File: src/rtl/mid_pkg.sv
package mid_pkg;
  // sequencer: one instruction cycle is four oscillator periods
  localparam int unsigned OSC_PER_INSTR = 4;
  typedef enum logic [1:0] {
    Q1 = 2'b00,
    Q2 = 2'b01,
    Q3 = 2'b11,
    Q4 = 2'b10
  } mid_q_t;

  // instruction classes seen by the sequencer
  typedef enum logic [3:0] {
    CLS_NOP = 4'h0,
    CLS_BYTE = 4'h1,
    CLS_BYTESKIP = 4'h2,
    CLS_BIT = 4'h3,
    CLS_BITSKIP = 4'h4,
    CLS_LIT = 4'h5,
    CLS_MOVE = 4'h6,
    CLS_GOTO = 4'h7,
    CLS_CALL = 4'h8,
    CLS_LPTR = 4'h9,
    CLS_BRA = 4'ha,
    CLS_RCALL = 4'hb,
    CLS_BCOND = 4'hc,
    CLS_RET = 4'hd,
    CLS_TBLRD = 4'he,
    CLS_TBLWR = 4'hf
  } mid_cls_t;

  localparam int unsigned PC_W = 21;
  localparam int unsigned FA_W = 12;
  localparam logic [3:0] SECOND_WORD_TAG = 4'hf;
  localparam logic [15:0] NOP_WORD = 16'h0000;
  localparam logic [PC_W-1:0] PC_STEP = 21'h000002;
  localparam logic [PC_W-1:0] TPTR_STEP = 21'h000001;
  localparam logic [3:0] ACCESS_BANK = 4'h0;

  // pointer_step_mode encodings
  localparam logic [1:0] MM_NONE = 2'h0;
  localparam logic [1:0] MM_POST_INC = 2'h1;
  localparam logic [1:0] MM_POST_DEC = 2'h2;
  localparam logic [1:0] MM_PRE_INC = 2'h3;

  // register map, byte addresses
  localparam int unsigned AXI_AW = 8;
  localparam logic [AXI_AW-1:0] REG_CTRL = 8'h00;
  localparam logic [AXI_AW-1:0] REG_BANK = 8'h04;
  localparam logic [AXI_AW-1:0] REG_TPTR = 8'h08;
  localparam logic [AXI_AW-1:0] REG_TLAT = 8'h0c;
  localparam logic [AXI_AW-1:0] REG_PC = 8'h10;
  localparam logic [AXI_AW-1:0] REG_IWORD = 8'h14;
  localparam logic [AXI_AW-1:0] REG_ICOUNT = 8'h18;
  localparam int unsigned CTRL_RUN_BIT = 0;
  localparam logic [1:0] RESP_OKAY = 2'h0;
  localparam logic [1:0] RESP_SLVERR = 2'h2;
endpackage

File: src/rtl/mid_dec_if.sv
`timescale 1ns/1ns
interface mid_dec_if;
  import mid_pkg::*;
  logic [15:0] word1;
  logic [15:0] word2;
  mid_cls_t cls;
  logic [7:0] f8;
  logic to_file;
  logic acc_bank;
  logic [2:0] bit_idx;
  logic [7:0] k8;
  logic [11:0] k12;
  logic [19:0] k20;
  logic [11:0] move_source_address;
  logic [11:0] move_target_address;
  logic [PC_W-1:0] rel_off;
  logic fast;
  logic [1:0] pointer_step_mode;
  logic second_ok;
  modport dec (
    input word1, word2,
    output cls, f8, to_file, acc_bank, bit_idx, k8, k12, k20, move_source_address,
    output move_target_address, rel_off, fast, pointer_step_mode, second_ok
  );
  modport seq (
    output word1, word2,
    input cls, f8, to_file, acc_bank, bit_idx, k8, k12, k20, move_source_address,
    input move_target_address, rel_off, fast, pointer_step_mode, second_ok
  );
endinterface

File: src/rtl/mid_decoder.sv
`timescale 1ns/1ns
module mid_decoder
  import mid_pkg::*;
(
  mid_dec_if.dec d
);
  // the class codes are checked in priority order, most specific first
  always_comb
  begin
    casez (d.word1)
      16'b1111_????_????_????: d.cls = CLS_NOP; // [RULE3]
      16'b1100_????_????_????: d.cls = CLS_MOVE; // [RULE2]
      16'b1110_1111_????_????: d.cls = CLS_GOTO; // [RULE2]
      16'b1110_110?_????_????: d.cls = CLS_CALL; // [RULE2]
      16'b1110_1110_00??_????: d.cls = CLS_LPTR; // [RULE2]
      16'b1101_0???_????_????: d.cls = CLS_BRA;
      16'b1101_1???_????_????: d.cls = CLS_RCALL;
      16'b1110_0???_????_????: d.cls = CLS_BCOND;
      16'b101?_????_????_????: d.cls = CLS_BITSKIP;
      16'b100?_????_????_????: d.cls = CLS_BIT;
      16'b0110_0???_????_????: d.cls = CLS_BYTESKIP;
      16'b0000_0000_0001_001?: d.cls = CLS_RET;
      16'b0000_0000_0000_10??: d.cls = CLS_TBLRD;
      16'b0000_0000_0000_11??: d.cls = CLS_TBLWR;
      16'b0000_1???_????_????: d.cls = CLS_LIT;
      16'b0000_????_????_????: d.cls = CLS_NOP;
      default: d.cls = CLS_BYTE; // [RULE1]
    endcase
  end

  assign d.f8 = d.word1[7:0]; // [RULE10]
  assign d.to_file = d.word1[9]; // [RULE7]
  assign d.acc_bank = d.word1[8]; // [RULE8]
  assign d.bit_idx = d.word1[11:9]; // [RULE9]
  assign d.k8 = d.word1[7:0]; // [RULE12]
  assign d.k12 = {d.word1[3:0], d.word2[7:0]}; // [RULE12]
  assign d.k20 = {d.word2[11:0], d.word1[7:0]}; // [RULE20]
  assign d.move_source_address = d.word1[11:0]; // [RULE11]
  assign d.move_target_address = d.word2[11:0]; // [RULE11]
  // call keeps its fast bit just above the low target byte, return keeps it in bit 0
  assign d.fast = (d.cls == CLS_CALL) ? d.word1[8] : d.word1[0]; // [RULE18]
  assign d.pointer_step_mode = d.word1[1:0]; // [RULE13]
  assign d.second_ok = (d.word2[15:12] == SECOND_WORD_TAG); // [RULE3]

  // relative offsets are signed word counts, doubled to byte distance
  always_comb
  begin
    if (d.cls == CLS_BCOND)
      d.rel_off = {{12{d.word1[7]}}, d.word1[7:0], 1'b0}; // [RULE14]
    else
      d.rel_off = {{9{d.word1[10]}}, d.word1[10:0], 1'b0}; // [RULE14]
  end
endmodule

File: src/rtl/mid_instr_seq.sv
`timescale 1ns/1ns
// Function
// (RULE1) ordinary instruction: one 16-bit opcode word
// (RULE2) three instructions span two program words; the decoder treats four as two-word: move, goto, call, lptr
// (RULE3) second word tagged 1111 runs as no-op
// (RULE4) single word: one cycle, two when taken
// (RULE5) double-word instructions take two cycles
// (RULE6) instruction cycle is four oscillator periods
// (RULE7) destination bit 0 working register, 1 file
// (RULE8) access bit 0 access RAM, 1 bank select
// (RULE9) three-bit index picks bit 0 to 7
// (RULE10) file field is 8-bit address 00 to FF
// (RULE11) move carries 12-bit source and target
// (RULE12) literals are 8, 12 or 20 bits
// (RULE13) table mode: none, post-inc, post-dec, pre-inc
// (RULE14) relative offsets signed; call/goto absolute
// (RULE15) every file access reads before writing; move writes its target without reading it first
// (RULE16) that read causes port read side effects
// (RULE17) bit index with file field selects bit
// (RULE18) fast bit 1 uses shadows, 0 untouched
// (RULE19) 21-bit table pointer, 8-bit table latch
// (RULE20) absolute target: 8 low, 12 high bits
// (RULE21) changed counter discards prefetched word
module mid_instr_seq
  import mid_pkg::*;
(
  // clock and reset
  input wire logic i_sys_clk,
  input wire logic i_arst_n,
  // axi4-lite register slave
  input wire logic [AXI_AW-1:0] i_s_axi_awaddr,
  input wire logic i_s_axi_awvalid,
  output logic o_s_axi_awready,
  input wire logic [31:0] i_s_axi_wdata,
  input wire logic [3:0] i_s_axi_wstrb,
  input wire logic i_s_axi_wvalid,
  output logic o_s_axi_wready,
  output logic [1:0] o_s_axi_bresp,
  output logic o_s_axi_bvalid,
  input wire logic i_s_axi_bready,
  input wire logic [AXI_AW-1:0] i_s_axi_araddr,
  input wire logic i_s_axi_arvalid,
  output logic o_s_axi_arready,
  output logic [31:0] o_s_axi_rdata,
  output logic [1:0] o_s_axi_rresp,
  output logic o_s_axi_rvalid,
  input wire logic i_s_axi_rready,
  // program memory
  output logic [PC_W-1:0] o_pm_addr,
  input wire logic [15:0] i_pm_word,
  // condition result and stack
  input wire logic i_cond_true,
  input wire logic [PC_W-1:0] i_tos,
  output logic o_stack_push,
  output logic o_stack_pop,
  output logic [PC_W-1:0] o_ret_addr,
  output logic o_shadow_save,
  output logic o_shadow_restore,
  // file register access
  output logic [FA_W-1:0] o_file_addr,
  output logic o_file_rd,
  output logic o_file_wr,
  output logic o_to_working_register,
  output logic o_bit_op,
  output logic [2:0] o_bit_idx,
  output logic [19:0] o_literal,
  output logic o_lit_valid,
  // table access
  output logic [PC_W-1:0] o_tbl_addr,
  output logic o_tbl_rd,
  output logic o_tbl_wr,
  output logic [7:0] o_tbl_wdata,
  input wire logic [7:0] i_tbl_rdata
);
  function automatic logic [PC_W-1:0] pc_add(input logic [PC_W-1:0] a,
                                             input logic [PC_W-1:0] b);
    pc_add = a + b;
  endfunction

  mid_dec_if dec_bus ();
  mid_q_t q;
  logic run;
  logic [3:0] bank_select_register;
  logic [PC_W-1:0] table_pointer;
  logic [7:0] table_latch;
  logic [PC_W-1:0] pc;
  logic [PC_W-1:0] pre_pc;
  logic [PC_W-1:0] exec_pc;
  logic [15:0] exec_word;
  logic [15:0] pre_word;
  logic flush;
  logic move_pend;
  logic [FA_W-1:0] move_dst;
  logic [31:0] icount;
  logic in_q1;
  logic in_q2;
  logic in_q3;
  logic in_q4;
  logic take_jump;
  logic skip_take;
  logic file_cls;
  logic [PC_W-1:0] jump_target;
  logic [FA_W-1:0] eff_addr;
  logic [PC_W-1:0] next_tptr;
  logic [PC_W-1:0] tbl_access;
  logic aw_held;
  logic w_held;
  logic [AXI_AW-1:0] aw_addr;
  logic [31:0] w_data;
  logic [3:0] w_strb;
  logic wr_fire;
  logic sw_tptr_wr;
  logic sw_tlat_wr;

  assign dec_bus.word1 = exec_word;
  assign dec_bus.word2 = pre_word;

  mid_decoder u_decoder (
    .d(dec_bus.dec)
  );

  // four-phase sequencer; it freezes while run is clear
  always_ff @(posedge i_sys_clk or negedge i_arst_n)
  begin
    if (!i_arst_n)
      q <= Q1;
    else if (run)
    begin
      case (q)
        Q1: q <= Q2; // [RULE6]
        Q2: q <= Q3;
        Q3: q <= Q4;
        Q4: q <= Q1;
        default: q <= Q1;
      endcase
    end
  end

  assign in_q1 = run && (q == Q1);
  assign in_q2 = run && (q == Q2);
  assign in_q3 = run && (q == Q3);
  assign in_q4 = run && (q == Q4);

  assign file_cls = (dec_bus.cls == CLS_BYTE) || (dec_bus.cls == CLS_BYTESKIP) ||
                    (dec_bus.cls == CLS_BIT) || (dec_bus.cls == CLS_BITSKIP);
  assign eff_addr = {(dec_bus.acc_bank ? bank_select_register : ACCESS_BANK),
                     dec_bus.f8}; // [RULE8] [RULE10]
  assign skip_take = ((dec_bus.cls == CLS_BYTESKIP) || (dec_bus.cls == CLS_BITSKIP)) &&
                     i_cond_true; // [RULE4]

  always_comb
  begin
    case (dec_bus.cls)
      CLS_GOTO, CLS_CALL, CLS_BRA, CLS_RCALL, CLS_RET: take_jump = 1'b1;
      CLS_BCOND: take_jump = i_cond_true; // [RULE4]
      default: take_jump = 1'b0;
    endcase
    case (dec_bus.cls)
      CLS_GOTO, CLS_CALL: jump_target = {dec_bus.k20, 1'b0}; // [RULE14] [RULE20]
      CLS_RET: jump_target = i_tos;
      default: jump_target = pc_add(pc_add(exec_pc, PC_STEP), dec_bus.rel_off); // [RULE14]
    endcase
  end

  // fetch pipeline: the counter moves in Q2 so Q4 already fetches the target
  always_ff @(posedge i_sys_clk or negedge i_arst_n)
  begin
    if (!i_arst_n)
    begin
      pc <= '0;
      pre_pc <= '0;
      exec_pc <= '0;
      pre_word <= NOP_WORD;
      exec_word <= NOP_WORD;
      flush <= 1'b0;
    end
    else if (in_q2 && (take_jump || skip_take))
    begin
      flush <= 1'b1; // [RULE21]
      if (take_jump)
        pc <= jump_target;
    end
    else if (in_q4)
    begin
      // a double-word second word lands in exec and runs as a no-op
      exec_word <= flush ? NOP_WORD : pre_word; // [RULE21] [RULE4] [RULE5] [RULE3]
      exec_pc <= pre_pc;
      pre_word <= i_pm_word;
      pre_pc <= pc;
      pc <= pc_add(pc, PC_STEP);
      flush <= 1'b0;
    end
  end

  always_ff @(posedge i_sys_clk or negedge i_arst_n)
  begin
    if (!i_arst_n)
      icount <= '0;
    else if (in_q4)
      icount <= icount + 32'h1;
  end

  // file register port: read in Q1, write back in Q3
  always_ff @(posedge i_sys_clk or negedge i_arst_n)
  begin
    if (!i_arst_n)
    begin
      o_file_addr <= '0;
      o_file_rd <= 1'b0;
      o_file_wr <= 1'b0;
      o_to_working_register <= 1'b0;
      o_bit_op <= 1'b0;
      o_bit_idx <= '0;
      move_pend <= 1'b0;
      move_dst <= '0;
    end
    else
    begin
      o_file_rd <= 1'b0;
      o_file_wr <= 1'b0;
      o_to_working_register <= 1'b0;
      if (in_q1 && file_cls)
      begin
        // the read is issued even for write-only forms so ports see it
        o_file_addr <= eff_addr; // [RULE15] [RULE16] [RULE17]
        o_file_rd <= 1'b1; // [RULE15] [RULE16]
        o_bit_op <= (dec_bus.cls == CLS_BIT) || (dec_bus.cls == CLS_BITSKIP);
        o_bit_idx <= dec_bus.bit_idx; // [RULE9] [RULE17]
      end
      else if (in_q1 && (dec_bus.cls == CLS_MOVE))
      begin
        o_file_addr <= dec_bus.move_source_address; // [RULE11]
        o_file_rd <= 1'b1; // [RULE15]
        o_bit_op <= 1'b0;
        move_pend <= 1'b1;
        move_dst <= dec_bus.move_target_address; // [RULE11]
      end
      else if (in_q3 && move_pend)
      begin
        o_file_addr <= move_dst;
        o_file_wr <= 1'b1;
        move_pend <= 1'b0;
      end
      else if (in_q3 && (dec_bus.cls == CLS_BYTE))
      begin
        o_file_wr <= dec_bus.to_file; // [RULE7]
        o_to_working_register <= !dec_bus.to_file; // [RULE7]
      end
      else if (in_q3 && (dec_bus.cls == CLS_BIT))
        o_file_wr <= 1'b1; // [RULE15]
      else if (in_q3 && (dec_bus.cls == CLS_LIT))
        o_to_working_register <= 1'b1;
    end
  end

  // literal operand capture
  always_ff @(posedge i_sys_clk or negedge i_arst_n)
  begin
    if (!i_arst_n)
    begin
      o_literal <= '0;
      o_lit_valid <= 1'b0;
    end
    else
    begin
      o_lit_valid <= 1'b0;
      if (in_q1 && (dec_bus.cls == CLS_LIT))
      begin
        o_literal <= {12'h000, dec_bus.k8}; // [RULE12]
        o_lit_valid <= 1'b1;
      end
      else if (in_q1 && (dec_bus.cls == CLS_LPTR) && dec_bus.second_ok)
      begin
        o_literal <= {8'h00, dec_bus.k12}; // [RULE12]
        o_lit_valid <= 1'b1;
      end
      else if (in_q1 && (dec_bus.cls == CLS_GOTO || dec_bus.cls == CLS_CALL))
      begin
        o_literal <= dec_bus.k20; // [RULE12] [RULE20]
        o_lit_valid <= 1'b1;
      end
    end
  end

  // call and return: stack and shadow strobes in Q2
  always_ff @(posedge i_sys_clk or negedge i_arst_n)
  begin
    if (!i_arst_n)
    begin
      o_stack_push <= 1'b0;
      o_stack_pop <= 1'b0;
      o_ret_addr <= '0;
      o_shadow_save <= 1'b0;
      o_shadow_restore <= 1'b0;
    end
    else
    begin
      o_stack_push <= in_q2 && (dec_bus.cls == CLS_CALL || dec_bus.cls == CLS_RCALL);
      o_stack_pop <= in_q2 && (dec_bus.cls == CLS_RET);
      o_shadow_save <= in_q2 && (dec_bus.cls == CLS_CALL) && dec_bus.fast; // [RULE18]
      o_shadow_restore <= in_q2 && (dec_bus.cls == CLS_RET) && dec_bus.fast; // [RULE18]
      if (in_q2)
        o_ret_addr <= (dec_bus.cls == CLS_CALL) ? pc : pre_pc;
    end
  end

  // table access: pointer stepped in Q3, latch loaded in Q4
  always_comb
  begin
    case (dec_bus.pointer_step_mode)
      MM_POST_INC: next_tptr = pc_add(table_pointer, TPTR_STEP); // [RULE13]
      MM_POST_DEC: next_tptr = table_pointer - TPTR_STEP; // [RULE13]
      MM_PRE_INC: next_tptr = pc_add(table_pointer, TPTR_STEP); // [RULE13]
      default: next_tptr = table_pointer; // [RULE13]
    endcase
    tbl_access = (dec_bus.pointer_step_mode == MM_PRE_INC) ? next_tptr : table_pointer;
  end

  always_ff @(posedge i_sys_clk or negedge i_arst_n)
  begin
    if (!i_arst_n)
    begin
      table_pointer <= '0;
      o_tbl_addr <= '0;
      o_tbl_rd <= 1'b0;
      o_tbl_wr <= 1'b0;
      o_tbl_wdata <= '0;
    end
    else
    begin
      o_tbl_rd <= in_q3 && (dec_bus.cls == CLS_TBLRD);
      o_tbl_wr <= in_q3 && (dec_bus.cls == CLS_TBLWR);
      if (in_q3 && (dec_bus.cls == CLS_TBLRD || dec_bus.cls == CLS_TBLWR))
      begin
        o_tbl_addr <= tbl_access; // [RULE19]
        o_tbl_wdata <= table_latch; // [RULE19]
      end
      // a software write in the same cycle as a step takes priority
      if (sw_tptr_wr)
        table_pointer <= w_data[PC_W-1:0]; // [RULE19]
      else if (in_q3 && (dec_bus.cls == CLS_TBLRD || dec_bus.cls == CLS_TBLWR))
        table_pointer <= next_tptr; // [RULE13]
    end
  end

  always_ff @(posedge i_sys_clk or negedge i_arst_n)
  begin
    if (!i_arst_n)
      table_latch <= '0;
    else if (in_q4 && (dec_bus.cls == CLS_TBLRD))
      table_latch <= i_tbl_rdata; // [RULE19]
    else if (sw_tlat_wr && w_strb[0])
      table_latch <= w_data[7:0];
  end

  // axi4-lite write: address and data taken in either order
  assign wr_fire = aw_held && w_held && !o_s_axi_bvalid;
  assign sw_tptr_wr = wr_fire && (aw_addr == REG_TPTR) && (&w_strb[2:0]);
  assign sw_tlat_wr = wr_fire && (aw_addr == REG_TLAT);

  always_ff @(posedge i_sys_clk or negedge i_arst_n)
  begin
    if (!i_arst_n)
    begin
      aw_held <= 1'b0;
      w_held <= 1'b0;
      aw_addr <= '0;
      w_data <= '0;
      w_strb <= '0;
      o_s_axi_awready <= 1'b0;
      o_s_axi_wready <= 1'b0;
      o_s_axi_bvalid <= 1'b0;
      o_s_axi_bresp <= RESP_OKAY;
    end
    else
    begin
      o_s_axi_awready <= !aw_held && !o_s_axi_awready;
      o_s_axi_wready <= !w_held && !o_s_axi_wready;
      if (i_s_axi_awvalid && o_s_axi_awready)
      begin
        aw_held <= 1'b1;
        aw_addr <= i_s_axi_awaddr;
        o_s_axi_awready <= 1'b0;
      end
      if (i_s_axi_wvalid && o_s_axi_wready)
      begin
        w_held <= 1'b1;
        w_data <= i_s_axi_wdata;
        w_strb <= i_s_axi_wstrb;
        o_s_axi_wready <= 1'b0;
      end
      if (wr_fire)
      begin
        o_s_axi_bvalid <= 1'b1;
        case (aw_addr)
          REG_CTRL, REG_BANK, REG_TPTR, REG_TLAT, REG_PC, REG_IWORD, REG_ICOUNT:
            o_s_axi_bresp <= RESP_OKAY;
          default: o_s_axi_bresp <= RESP_SLVERR;
        endcase
      end
      else if (o_s_axi_bvalid && i_s_axi_bready)
      begin
        o_s_axi_bvalid <= 1'b0;
        aw_held <= 1'b0;
        w_held <= 1'b0;
      end
    end
  end

  always_ff @(posedge i_sys_clk or negedge i_arst_n)
  begin
    if (!i_arst_n)
    begin
      run <= 1'b0;
      bank_select_register <= '0;
    end
    else if (wr_fire && w_strb[0])
    begin
      if (aw_addr == REG_CTRL)
        run <= w_data[CTRL_RUN_BIT];
      if (aw_addr == REG_BANK)
        bank_select_register <= w_data[3:0]; // [RULE8]
    end
  end

  // axi4-lite read: one outstanding, data one cycle after address
  always_ff @(posedge i_sys_clk or negedge i_arst_n)
  begin
    if (!i_arst_n)
    begin
      o_s_axi_arready <= 1'b0;
      o_s_axi_rvalid <= 1'b0;
      o_s_axi_rdata <= '0;
      o_s_axi_rresp <= RESP_OKAY;
    end
    else
    begin
      o_s_axi_arready <= !o_s_axi_rvalid && !o_s_axi_arready;
      if (i_s_axi_arvalid && o_s_axi_arready)
      begin
        o_s_axi_arready <= 1'b0;
        o_s_axi_rvalid <= 1'b1;
        o_s_axi_rresp <= RESP_OKAY;
        case (i_s_axi_araddr)
          REG_CTRL: o_s_axi_rdata <= {29'h0, q, run};
          REG_BANK: o_s_axi_rdata <= {28'h0, bank_select_register};
          REG_TPTR: o_s_axi_rdata <= {11'h0, table_pointer};
          REG_TLAT: o_s_axi_rdata <= {24'h0, table_latch};
          REG_PC: o_s_axi_rdata <= {11'h0, pc};
          REG_IWORD: o_s_axi_rdata <= {16'h0, exec_word};
          REG_ICOUNT: o_s_axi_rdata <= icount;
          default:
          begin
            o_s_axi_rdata <= '0;
            o_s_axi_rresp <= RESP_SLVERR;
          end
        endcase
      end
      else if (o_s_axi_rvalid && i_s_axi_rready)
        o_s_axi_rvalid <= 1'b0;
    end
  end

  assign o_pm_addr = pc;
endmodule

File: config.mk
export PLATFORM = sky130hd
export DESIGN_NAME = mid_instr_seq
export DESIGN_NICKNAME = d
export VERILOG_FILES = /design/src/rtl/mid_pkg.sv /design/src/rtl/mid_dec_if.sv /design/src/rtl/mid_decoder.sv /design/src/rtl/mid_instr_seq.sv
export SDC_FILE = /design/constraint.sdc
export NUM_CORES = 1
export LEC_CHECK = 0
export BUFFER_PORTS_ARGS = -buffer_cell sky130_fd_sc_hd__buf_2
export CAP_MARGIN = 10
export CORE_ASPECT_RATIO = 1.2
export CORE_UTILIZATION = 52
export CTS_CLUSTER_DIAMETER = 40
export CTS_CLUSTER_SIZE = 10
export DETAILED_ROUTE_END_ITERATION = 8
export HOLD_SLACK_MARGIN = 0.05
export PLACE_DENSITY_LB_ADDON = 0.15
export SYNTH_ARGS = -nofsm -noshare
export SYNTH_HDL_FRONTEND = slang
export SYNTH_SLANG_ARGS = --single-unit
export TNS_END_PERCENT = 1
File: constraint.sdc
create_clock -name i_sys_clk -period 3.6 [get_ports i_sys_clk]
set_input_delay 0.9 -clock i_sys_clk [delete_from_list [all_inputs] [get_ports i_sys_clk]]
set_output_delay 0.9 -clock i_sys_clk [all_outputs]
set_load 0.02 [all_outputs]
==> results of run 1 <==
## per-layer routing
metal | vias up | global-route usage, % | wire [um] | part of all wire (%)
li1 | 7209 | - | - | -
met1 | 7529 | 40.6 | 22200 | 41
met2 | 561 | 52.0 | 26000 | 48
met3 | 102 | 5.95 | 3720 | 6.9
met4 | 0 | 13.1 | 1940 | 3.6
met5 | - | 0 | 0 | 0
## Yosys cell counts, types with 9 or more instances
cell	n	area share, %
nand2_1	417	8.8
dfrtp_1	346	49
o21ai_0	152	4.3
a21oi_1	141	4.0
nor2_1	110	2.3
clkbuf_1	82	1.7
mux2_2	64	4.1
ha_1	58	4.1
mux2i_1	52	2.9
xnor2_1	46	2.3
nand3_1	42	1.2
inv_1	31	0.66
nor3_1	29	0.82
a22o_1	21	1.0
xor2_1	21	1.0
a22oi_1	20	0.85
a21o_1	19	0.81
a31oi_1	18	0.64
nand3b_1	18	0.76
nand4_1	17	0.60
nand2b_1	16	0.57
a222oi_1	15	0.85
buf_1	13	0.28
and3_1	12	0.42
nor2b_1	9	0.32
## worst register-to-register path, cell delays in order (launching register included)
cell and delay [ps]:
dfrtp_1 370, nand2b_1 170, nor3_2 260, buf_4 180, o21ai_0 110, ha_1 350
ha_4 260, a21oi_2 180, o221ai_2 120, a31oi_2 240, o21ai_2 110, or4_4 440
a31oi_4 190, xnor2_1 100, a211oi_2 220, nor3_2 50
## area by class of cell
| type | instances | area (sq um) |
|---|---|---|
| sequential | 346 | 8660 |
| tap | 450 | 563 |
| timing repair buffer | 336 | 1960 |
| clock inverter | 23 | 254 |
| inverter | 31 | 116 |
| multi-input combinational | 1413 | 8630 |
| fill | 2845 | 11800 |
| clock buffer | 61 | 1340 |
## state kept, by name (all words and copies together) (netlist names), 4 cells and up
register and flops:
icount 32, o_s_axi_rdata 32, exec_pc 21, o_pm_addr 21, o_ret_addr 21, o_tbl_addr 21, pre_pc 21, table_pointer 21
w_data 21, o_literal 20, dec_bus.word1 16, dec_bus.word2 16, move_dst 12, o_file_addr 12, aw_addr 8, o_tbl_wdata 8
table_latch 8, bank_select_register 4
## worst min path at each step
| stage | from | end | slack (ps) | cells after the start |
|---|---|---|---|---|
| 5_1_grt | i_arst_n | o_literal[4] | 320 | 1 |
| 4_1_cts | i_arst_n | dec_bus.word1[14] | 300 | 1 |
| 6_report | i_arst_n | o_literal[4] | 290 | 1 |
| 3_5_place_dp | o_s_axi_rvalid | o_s_axi_arready | 440 | 1 |
| 3_3_place_gp | o_s_axi_rvalid | o_s_axi_arready | 420 | 1 |
| 2_1_floorplan | w_held | o_s_axi_wready | 430 | 1 |
## layout by cell type, fill, tap and decap left out, drive strengths merged, types with 9 or more instances in the layout
cell    synthesis  layout
a21o           19      19
a21oi         142     142
a222oi         15      15
a22o           21      21
a22oi          20      20
a31oi          18      18
and3           12      12
buf            23     336
clkbuf         82      61
clkinv          0      11
dfrtp         346     346
ha             58      58
inv            31      34
mux2           64      64
mux2i          52      52
nand2         417     417
nand2b         16      16
nand3          42      42
nand3b         18      18
nand4          17      17
nor2          111     111
nor2b           9       9
nor3           32      32
o21ai         152     152
xnor2          46      46
xor2           21      21
## kinds of logic (layout without fill, tap and decap cells)
kind of cell             Yosys count  after routing  synth area share (%)
multiplexers                     116            116                  7.01
AND/OR/NAND/NOR                  712            712                  17.6
buffers and inverters            136            451                  3.02
XOR/XNOR                          67             67                  3.32
other                              1              2                0.0212
adder cells (fa/ha/maj)           60             60                  4.33
flip-flops                       346            346                  48.9
AO/OA/AOI/OAI                    456            456                  15.7
## timing repair
item / in CTS / in global routing
pin swaps: 1 / 7
setup endpoints to repair: 1 / 3
resized for setup: 0 / 18
buffers inserted: 0 / 1
## power breakdown
group / internal [uW] / switching (uW) / total (uW)
sequential: 4200 / 290 / 4490
clock: 2930 / 1770 / 4700
combinational: 504 / 590 / 1090
## through the flow
stage | cells | power, uW
global placement | 2575 | 5610
floorplan | 1895 | 5200
global route | 2660 | 10700
CTS | 2659 | 10400
finish | 2660 | 10300
detailed placement | 2575 | 5640
==> impl_metrics.tcl, run 1 <==
set metrics [dict create \
    place_congestion 0.990 \
    drt_pass1_iterations 7 \
    hpwl_mm 39.1 \
    grt_max_degree 84 \
    stdcell_area_sq_um 21500 \
    nNetsFinal 2344 \
    cts_max_level 2 \
    syn-cell-area_sq_um 17700 \
    skew_ps 15.0 \
    place_area_sq_um 19800 \
    cpMostUsedCell "nor3_2" \
    worstSkewPairLatency_ps 550 \
    finalWorstSetupSlack_ps 148 \
    synth_edf_count 0 \
    end_kind "flip-flop" \
    io_buffers 248 \
    cp-endpoint "o_pm_addr[20]" \
    num_vias 15400 \
    via_per_inst 5.79 \
    status "finished, final reports clean" \
    routed_wl_mm 53.9 \
    cts_tree "yes" \
    worst-path-max-fanout 4 \
    max-cap-violations 0 \
    yosys_register_bits 346 \
    fmax_mhz 290 \
    drtAntennaViolNets 0 \
    grt_pass1_vias 15200 \
    path_depth 15 \
    syn2layout_area_growth_pct 21.6 \
    die_h_um 204 \
    worstSetupStartpoint "dec_bus.word1[12]" \
    crit_required_ps 4040 \
    drt_iter0_drc 1329 \
    cts-root-buf "clkbuf_16" \
    crit_chain "nand2b_1, nor3_2, buf_4, o21ai_0, ha_1, ha_4, a21oi_2, o221ai_2, a31oi_2, o21ai_2, or4_4, a31oi_4, xnor2_1, a211oi_2, nor3_2" \
    ys_seq_area_share_pct 48.9 \
    die_area_sq_um 34800 \
    wl_per_cell_um 20.3 \
    yosys_warnings 0 \
    worstSetupStartpointType "flip-flop" \
    r2r_start "dec_bus.word1[12]" \
    antennaDiodeCount 0 \
    clock_path_buffers 3 \
    setup_viol 0 \
    r2r_cells 15 \
    async_reset_ff_share_pct 100 \
    grt_antenna_before_repair 2 \
    die_w_um 170 \
    p_per_area_nw_per_um2 478 \
    numCtsBuffers 51 \
    reg2reg_slack_ps 150 \
    cts_hold_buffers 0 \
    min_path_type "in2async" \
    track_usage_pct 31.5 \
    syn_area_per_cell_sq_um 9.34 \
    cp_slowest_cell "or4_4" \
    max_stage_delay_ps 440 \
    dp_slack_ps -19.8 \
    synth_cell_type_count 68 \
    synth_cells 1894 \
    grt-ovfl-total 0 \
    hold_violations 0 \
    placementRows 73 \
    cellLeakagePower_uw 0.0108 \
    drive_gt1_share_pct 23.3 \
    slew_headroom_pct 48.8 \
    crit_arrival_ps 3890 \
    synth_top_flop_cell "dfrtp_1" \
    initial_core_util_pct 53.1 \
    grt_pass1_wl_mm 83.8 \
    final_core_utilization_pct 64.6 \
    vdd_drop_max_v 0.000438 \
    drv_slew 0 \
    hold_slack_ps 294 \
    tightest_slew_ps 757 \
    rsz0062_at_grt "yes" \
    io_pins 263 \
    r2r-end "o_pm_addr[20]" \
    cp_num_buf_inv 1 \
    finalSetupTns_ps 0 \
    core-area_sq_um 33300 \
    cts.reportedPaths.clkPinSlew_ps 60 \
    crit_type "reg2reg" \
    drc 0 \
    finalCritPeriodShare_pct 95.9 \
    fin_crit_ps 3450 \
    cp_top_family "compound AO/OA/AOI/OAI gates" \
    cts.sinks 346 \
]
Note: power is estimated with default switching activity, not from simulation.
==> run 2, diff against run 1 <==
--- a/config.mk
+++ b/config.mk
@@ -6,9 +6,9 @@
 export NUM_CORES = 1
 export LEC_CHECK = 0
 export BUFFER_PORTS_ARGS = -buffer_cell sky130_fd_sc_hd__buf_2
-export CAP_MARGIN = 10
+export CAP_MARGIN = 0
 export CORE_ASPECT_RATIO = 1.2
-export CORE_UTILIZATION = 52
+export CORE_UTILIZATION = 58
 export CTS_CLUSTER_DIAMETER = 40
 export CTS_CLUSTER_SIZE = 10
 export DETAILED_ROUTE_END_ITERATION = 8
==> constraint.sdc (replaced) <==
create_clock -name i_sys_clk -period 3.5 [get_ports i_sys_clk]
set_input_delay 0.875 -clock i_sys_clk [delete_from_list [all_inputs] [get_ports i_sys_clk]]
set_output_delay 0.875 -clock i_sys_clk [all_outputs]
set_load 0.02 [all_outputs]
==> run 2 against run 1 <==
The flow now finishes with violations (DRC). Cell area down 0.53%. Clock skew up 8.4 ps. Sequential cell count unchanged. Sequential share of layout area up 0.22 points. Sequential power up 3%. Clock power up 0.9%. Die area down 10%. Critical endpoint unchanged. Routed wire length about the same. Critical path type unchanged. Cell count down 2.5%. Combinational power up 6%. Highest routed layer is now met5. Non-clock buffer count up 4.
==> impl_metrics.tcl, run 2 (synthesis gave the netlist of run 1 again) <==
set metrics [dict create \
    status "finished, violations left" \
    violations "DRC" \
    seq_area_sq_um 8660 \
    wl_per_cell_um 20.8 \
    cellLeakagePower_uw 0.0108 \
    nNetsFinal 2346 \
    die_area_sq_um 31200 \
    min_path_type "in2async" \
    stdcell_area_sq_um 21400 \
    io_buffers 248 \
    cts_hold_buffers 0 \
    end_kind "flip-flop" \
    slew_headroom_pct 45.6 \
    finalCritPeriodShare_pct 98.9 \
    rsz0062_at_grt "yes" \
    mostFrequentLayoutCells "nand2_1, dfrtp_1, buf_2, o21ai_0, a21oi_1" \
    drtAntennaViolNets 0 \
    max_stage_delay_ps 490 \
    cpMostUsedCell "ha_1" \
    grt_pass1_wl_mm 84.9 \
    wl_met1_mm 21.5 \
    syn2layout_area_growth_pct 21.0 \
    antennaDiodeCount 0 \
    via_per_inst 6.02 \
    drv_slew 0 \
    cts-root-buf "clkbuf_16" \
    placementRows 69 \
    vdd_drop_max_v 0.000513 \
    cts_tree "yes" \
    io_pins 263 \
    cp_slowest_cell "a2111oi_0" \
    fmax_mhz 289 \
    hold_violations 0 \
    crit_arrival_ps 3900 \
    multi_input_area_sq_um 8620 \
    final_core_utilization_pct 71.9 \
    hpwl_mm 38.4 \
    drt_iter0_drc 1365 \
    nFillCells 2286 \
    place_congestion 0.942 \
    crit_chain "ha_1, ha_1, a2111oi_0, o21ai_0, buf_4, a31oi_2, o21ai_1, or4_1, a31oi_1, xnor2_1, a211oi_2, nor3_1" \
    met3_length_mm 4.23 \
    grt_max_degree 78 \
    layout_commonest_cell "nand2_1" \
    worstSetupStartpointType "flip-flop" \
    p_per_area_nw_per_um2 490 \
    wl_met2_mm 25.8 \
    cts.sinks 346 \
    cp_num_buf_inv 1 \
    setup_viol 0 \
    die_h_um 193 \
    largest_registers "icount x32, o_s_axi_rdata x32" \
    max-cap-violations 0 \
    routed_wl_mm 53.9 \
    reg2reg_slack_ps 40 \
    cts_max_level 2 \
    worstSkewPairLatency_ps 560 \
    die_w_um 161 \
    cp_top_family "compound AO/OA/AOI/OAI gates" \
    skew_ps 23.4 \
    grt-ovfl-total 0 \
    fin_crit_ps 3460 \
    tightest_slew_ps 816 \
    crit_required_ps 3940 \
    num_vias 15600 \
    grt_pass1_vias 15600 \
    core-area_sq_um 29800 \
    drc 4 \
    cts.reportedPaths.clkPinSlew_ps 50 \
    track_usage_pct 35.0 \
    highest_layer "met5" \
    crit_type "reg2reg" \
    clock_path_buffers 3 \
    drt_pass1_iterations 9 \
    drive_gt1_share_pct 23.2 \
    grt_antenna_before_repair 2 \
    worst-path-max-fanout 4 \
    numCtsBuffers 49 \
    place_area_sq_um 19800 \
    initial_core_util_pct 59.4 \
]
## run 2: changes by cell type in the layout (fill, tap and decap cells not counted), sizes merged
cell / delta
clkinvlp: -4
buf: +4
inv: -1
clkbuf: -4
clkinv: -2
## run 2: timing repair
| item | 4_1_cts | 5_1_grt |
|---|---|---|
| buffers inserted | 0 | 1 |
| pin swaps | 0 | 8 |
| resized for setup | 4 | 8 |
| endpoints found under the setup margin | 2 | 10 |
## run 2: stage by stage
stage,total power (uW),hold slack (ps),TNS (ps),instances,setup slack [ps]
after detailed placement,5810,434,-46.9,2519,-34.4
after CTS,10500,294,0,2592,33.0
after global placement,5770,424,-71.8,2519,-71.2
after floorplan,5350,426,0,1895,38.5
after global routing,10900,313,-95.0,2593,-95.0
final,10500,274,0,2593,37.5
## run 2: layout make-up
type                       instances  share of cell area (%)
sequential                       346                    40.4
clock buffer                      57                    6.19
tap                              390                    2.28
clock inverter                    16                   0.976
timing repair buffer             340                    9.32
multi-input combinational       1413                    40.2
inverter                          31                   0.544
## run 2: routing by layer
metal / global-route usage, % / vias up
li1: - / 7216
met1: 45.0 / 7611
met2: 57.1 / 646
met3: 7.12 / 133
met4: 15.6 / 2
met5: 0 / -
## run 2: worst paths after layout
path | startpoint | endpoint | depth (start not counted)
worst max register to register | dec_bus.word1[7] | o_pm_addr[20] | 12
worst min register to register | o_s_axi_rvalid | o_s_axi_arready | 1
max in group asynchronous | i_arst_n | w_data[18] | 2
worst min-delay path | i_arst_n | o_lit_valid | 1
min in group i_sys_clk | o_s_axi_rvalid | o_s_axi_arready | 1
worst max-delay path | dec_bus.word1[7] | o_pm_addr[20] | 12
## run 2: worst register-to-register path, cell delays in order (launching register included)
cell       delay (ps)
dfrtp_1           450
ha_1              350
ha_1              220
a2111oi_0         490
o21ai_0           220
buf_4             200
a31oi_2           230
o21ai_1           100
or4_1             430
a31oi_1           220
xnor2_1           130
a211oi_2          220
nor3_1             80
## run 2: power breakdown
group	total, uW	leakage [uW]	internal [uW]	switching, uW
combinational	1150	0.00553	530	619
sequential	4610	0.00453	4320	298
clock	4740	0.000757	2960	1770
total	10500	0.0108	7810	2690
==> run 3, diff against run 2 <==
--- a/config.mk
+++ b/config.mk
@@ -5,13 +5,13 @@
 export SDC_FILE = /design/constraint.sdc
 export NUM_CORES = 1
 export LEC_CHECK = 0
-export BUFFER_PORTS_ARGS = -buffer_cell sky130_fd_sc_hd__buf_2
 export CAP_MARGIN = 0
 export CORE_ASPECT_RATIO = 1.2
-export CORE_UTILIZATION = 58
+export CORE_UTILIZATION = 64
 export CTS_CLUSTER_DIAMETER = 40
 export CTS_CLUSTER_SIZE = 10
 export DETAILED_ROUTE_END_ITERATION = 8
+export DONT_BUFFER_PORTS = 1
 export HOLD_SLACK_MARGIN = 0.05
 export PLACE_DENSITY_LB_ADDON = 0.15
 export SYNTH_ARGS = -nofsm -noshare
==> run 3 against run 2 <==
The flow now finishes without violations. Fmax increased by 1.3%. Cell count decreased by 12%. Via count shrank 6.2%. Global-route usage grew 0.53 points. Cell area decreased by 7.0%. Non-clock buffer count fell by 266. Sequential cell count did not move. Combinational power shrank 23%. Clock skew down 10 ps. Setup slack better by 43 ps. Clock-buffer cell count fell by 2. Routed wire length decreased by 6.9%. Critical path type unchanged. Critical endpoint unchanged. Largest cell class is now multi-input gates.
==> impl_metrics.tcl, run 3 (synthesis gave the netlist of run 1 again) <==
set metrics [dict create \
    status "finished, final reports clean" \
    worst-path-max-fanout 4 \
    grt_antenna_before_repair 1 \
    fmax_mhz 292 \
    cp_slowest_cell "or4_1" \
    rsz0062_at_grt "yes" \
    place_congestion 0.968 \
    grt_pass1_wl_mm 77.6 \
    cellLeakagePower_uw 0.00945 \
    num_vias 14600 \
    io_pins 263 \
    nFillCells 1984 \
    end_kind "flip-flop" \
    drt_iter0_drc 1591 \
    p_per_area_nw_per_um2 495 \
    cts.sinks 346 \
    setup_viol 0 \
    place_area_sq_um 18300 \
    cpMostUsedCell "ha_4" \
    largest_registers "icount x32, o_s_axi_rdata x32" \
    crit_type "reg2reg" \
    hold_violations 0 \
    finalCritPeriodShare_pct 97.7 \
    max_stage_delay_ps 480 \
    worstSetupStartpointType "flip-flop" \
    hpwl_mm 35.1 \
    placementRows 66 \
    io_buffers 0 \
    drtAntennaViolNets 0 \
    min_path_type "in2async" \
    initial_core_util_pct 65.1 \
    worstSkewPairLatency_ps 550 \
    clock_path_buffers 3 \
    layout_commonest_cell "nand2_1" \
    stdcell_area_sq_um 19900 \
    crit_chain "nand2b_4, nor3_4, nand2_2, o21ai_4, ha_4, ha_4, a21oi_2, o221ai_2, a31oi_2, o21ai_2, or4_1, a31oi_1, xnor2_1, a211oi_2, nor3_1" \
    grt_pass1_vias 14200 \
    fin_crit_ps 3420 \
    cts_max_level 2 \
    total_power_uw 9860 \
    drc 0 \
    die_area_sq_um 28300 \
    cts_tree "yes" \
    r2r_start "dec_bus.word1[12]" \
    die_w_um 154 \
    crit_required_ps 3950 \
    syn2layout_area_growth_pct 12.5 \
    core-area_sq_um 27200 \
    max-cap-violations 0 \
    grt-ovfl-total 0 \
    nNetsFinal 2077 \
    track_usage_pct 35.5 \
    slew_headroom_pct 33.4 \
    drive_gt1_share_pct 13.0 \
    mostFrequentLayoutCells "nand2_1, dfrtp_1, o21ai_0, a21oi_1, nor2_1" \
    vdd_drop_max_v 0.000607 \
    worstSetupStartpoint "dec_bus.word1[12]" \
    cts.reportedPaths.clkPinSlew_ps 50 \
    finalSetupTns_ps 0 \
    hold_slack_ps 41.7 \
    numCtsBuffers 46 \
    routed_wl_mm 50.2 \
    drt_pass1_iterations 6 \
    drv_slew 0 \
    tightest_slew_ps 996 \
    wl_per_cell_um 22.1 \
    grt_max_degree 347 \
    crit_arrival_ps 3870 \
    skew_ps 13.1 \
    via_per_inst 6.44 \
    cts-root-buf "clkbuf_16" \
    die_h_um 184 \
]
run 3: cell types whose count changed in the layout (fill, tap and decap cells not counted), sizes merged:
cell      change
inv           +4
bufinv        -2
clkinvlp      -1
diode         +1
clkinv        -3
buf         -266
clkbuf        -2
run 3: repair_timing:
item | CTS | global route
gates cloned | 0 | 0
resized for setup | 5 | 30
setup endpoints to repair | 2 | 6
hold endpoints to repair | 341 | 248
buffers inserted | 0 | 4
pin swaps | 6 | 17
run 3: worst max-delay path, delay by kind of cell, from the launching register on:
family	cells	cell delay (ps)
flops	1	370
xor+xnor	1	160
fa+ha+maj	2	500
simple gates	5	1210
compound gates	7	1080
run 3: worst paths after layout:
path	slack, ps	end	cells after the start
max in group asynchronous	2980	w_data[16]	0
min reg2reg	470	o_s_axi_wready	1
max reg2reg	80	o_pm_addr[20]	15
min in group i_sys_clk	420	aw_held	1
min	40	o_literal[1]	0
max	80	o_pm_addr[20]	15
run 3: through the flow:
stage	setup WS (ps)	utilization, %	cells
detailed placement	-47.8	67.3	2200
global route	-93.2	73.3	2273
floorplan	38.5	-	1895
finish	80.4	73.3	2274
CTS	24.2	72.5	2269
global placement	50.4	67.3	2200
run 3: power breakdown:
part	total [uW]	leakage [uW]	internal, uW	switching (uW)
Combinational	890	0.00424	458	432
Sequential	4670	0.00453	4310	360
Clock	4290	0.000677	2600	1700
run 3: layer usage:
layer | share of wire, % | vias up | GRT usage, % | routed length, um
li1 | - | 6680 | - | -
met1 | 39 | 7101 | 45.6 | 19300
met2 | 47 | 719 | 57.2 | 23400
met3 | 10 | 143 | 8.32 | 5010
met4 | 4.9 | 0 | 16.8 | 2440
met5 | 0 | - | 0 | 0
run 3: cell type report:
type | instances | area [sq um] | area share, %
inverter | 31 | 116 | 0.584
antenna | 1 | 2.50 | 0.0126
tap | 340 | 425 | 2.14
sequential | 346 | 8660 | 43.5
multi-input combinational | 1413 | 8760 | 44.0
clock buffer | 55 | 1210 | 6.10
timing repair buffer | 74 | 579 | 2.91
clock inverter | 14 | 154 | 0.773
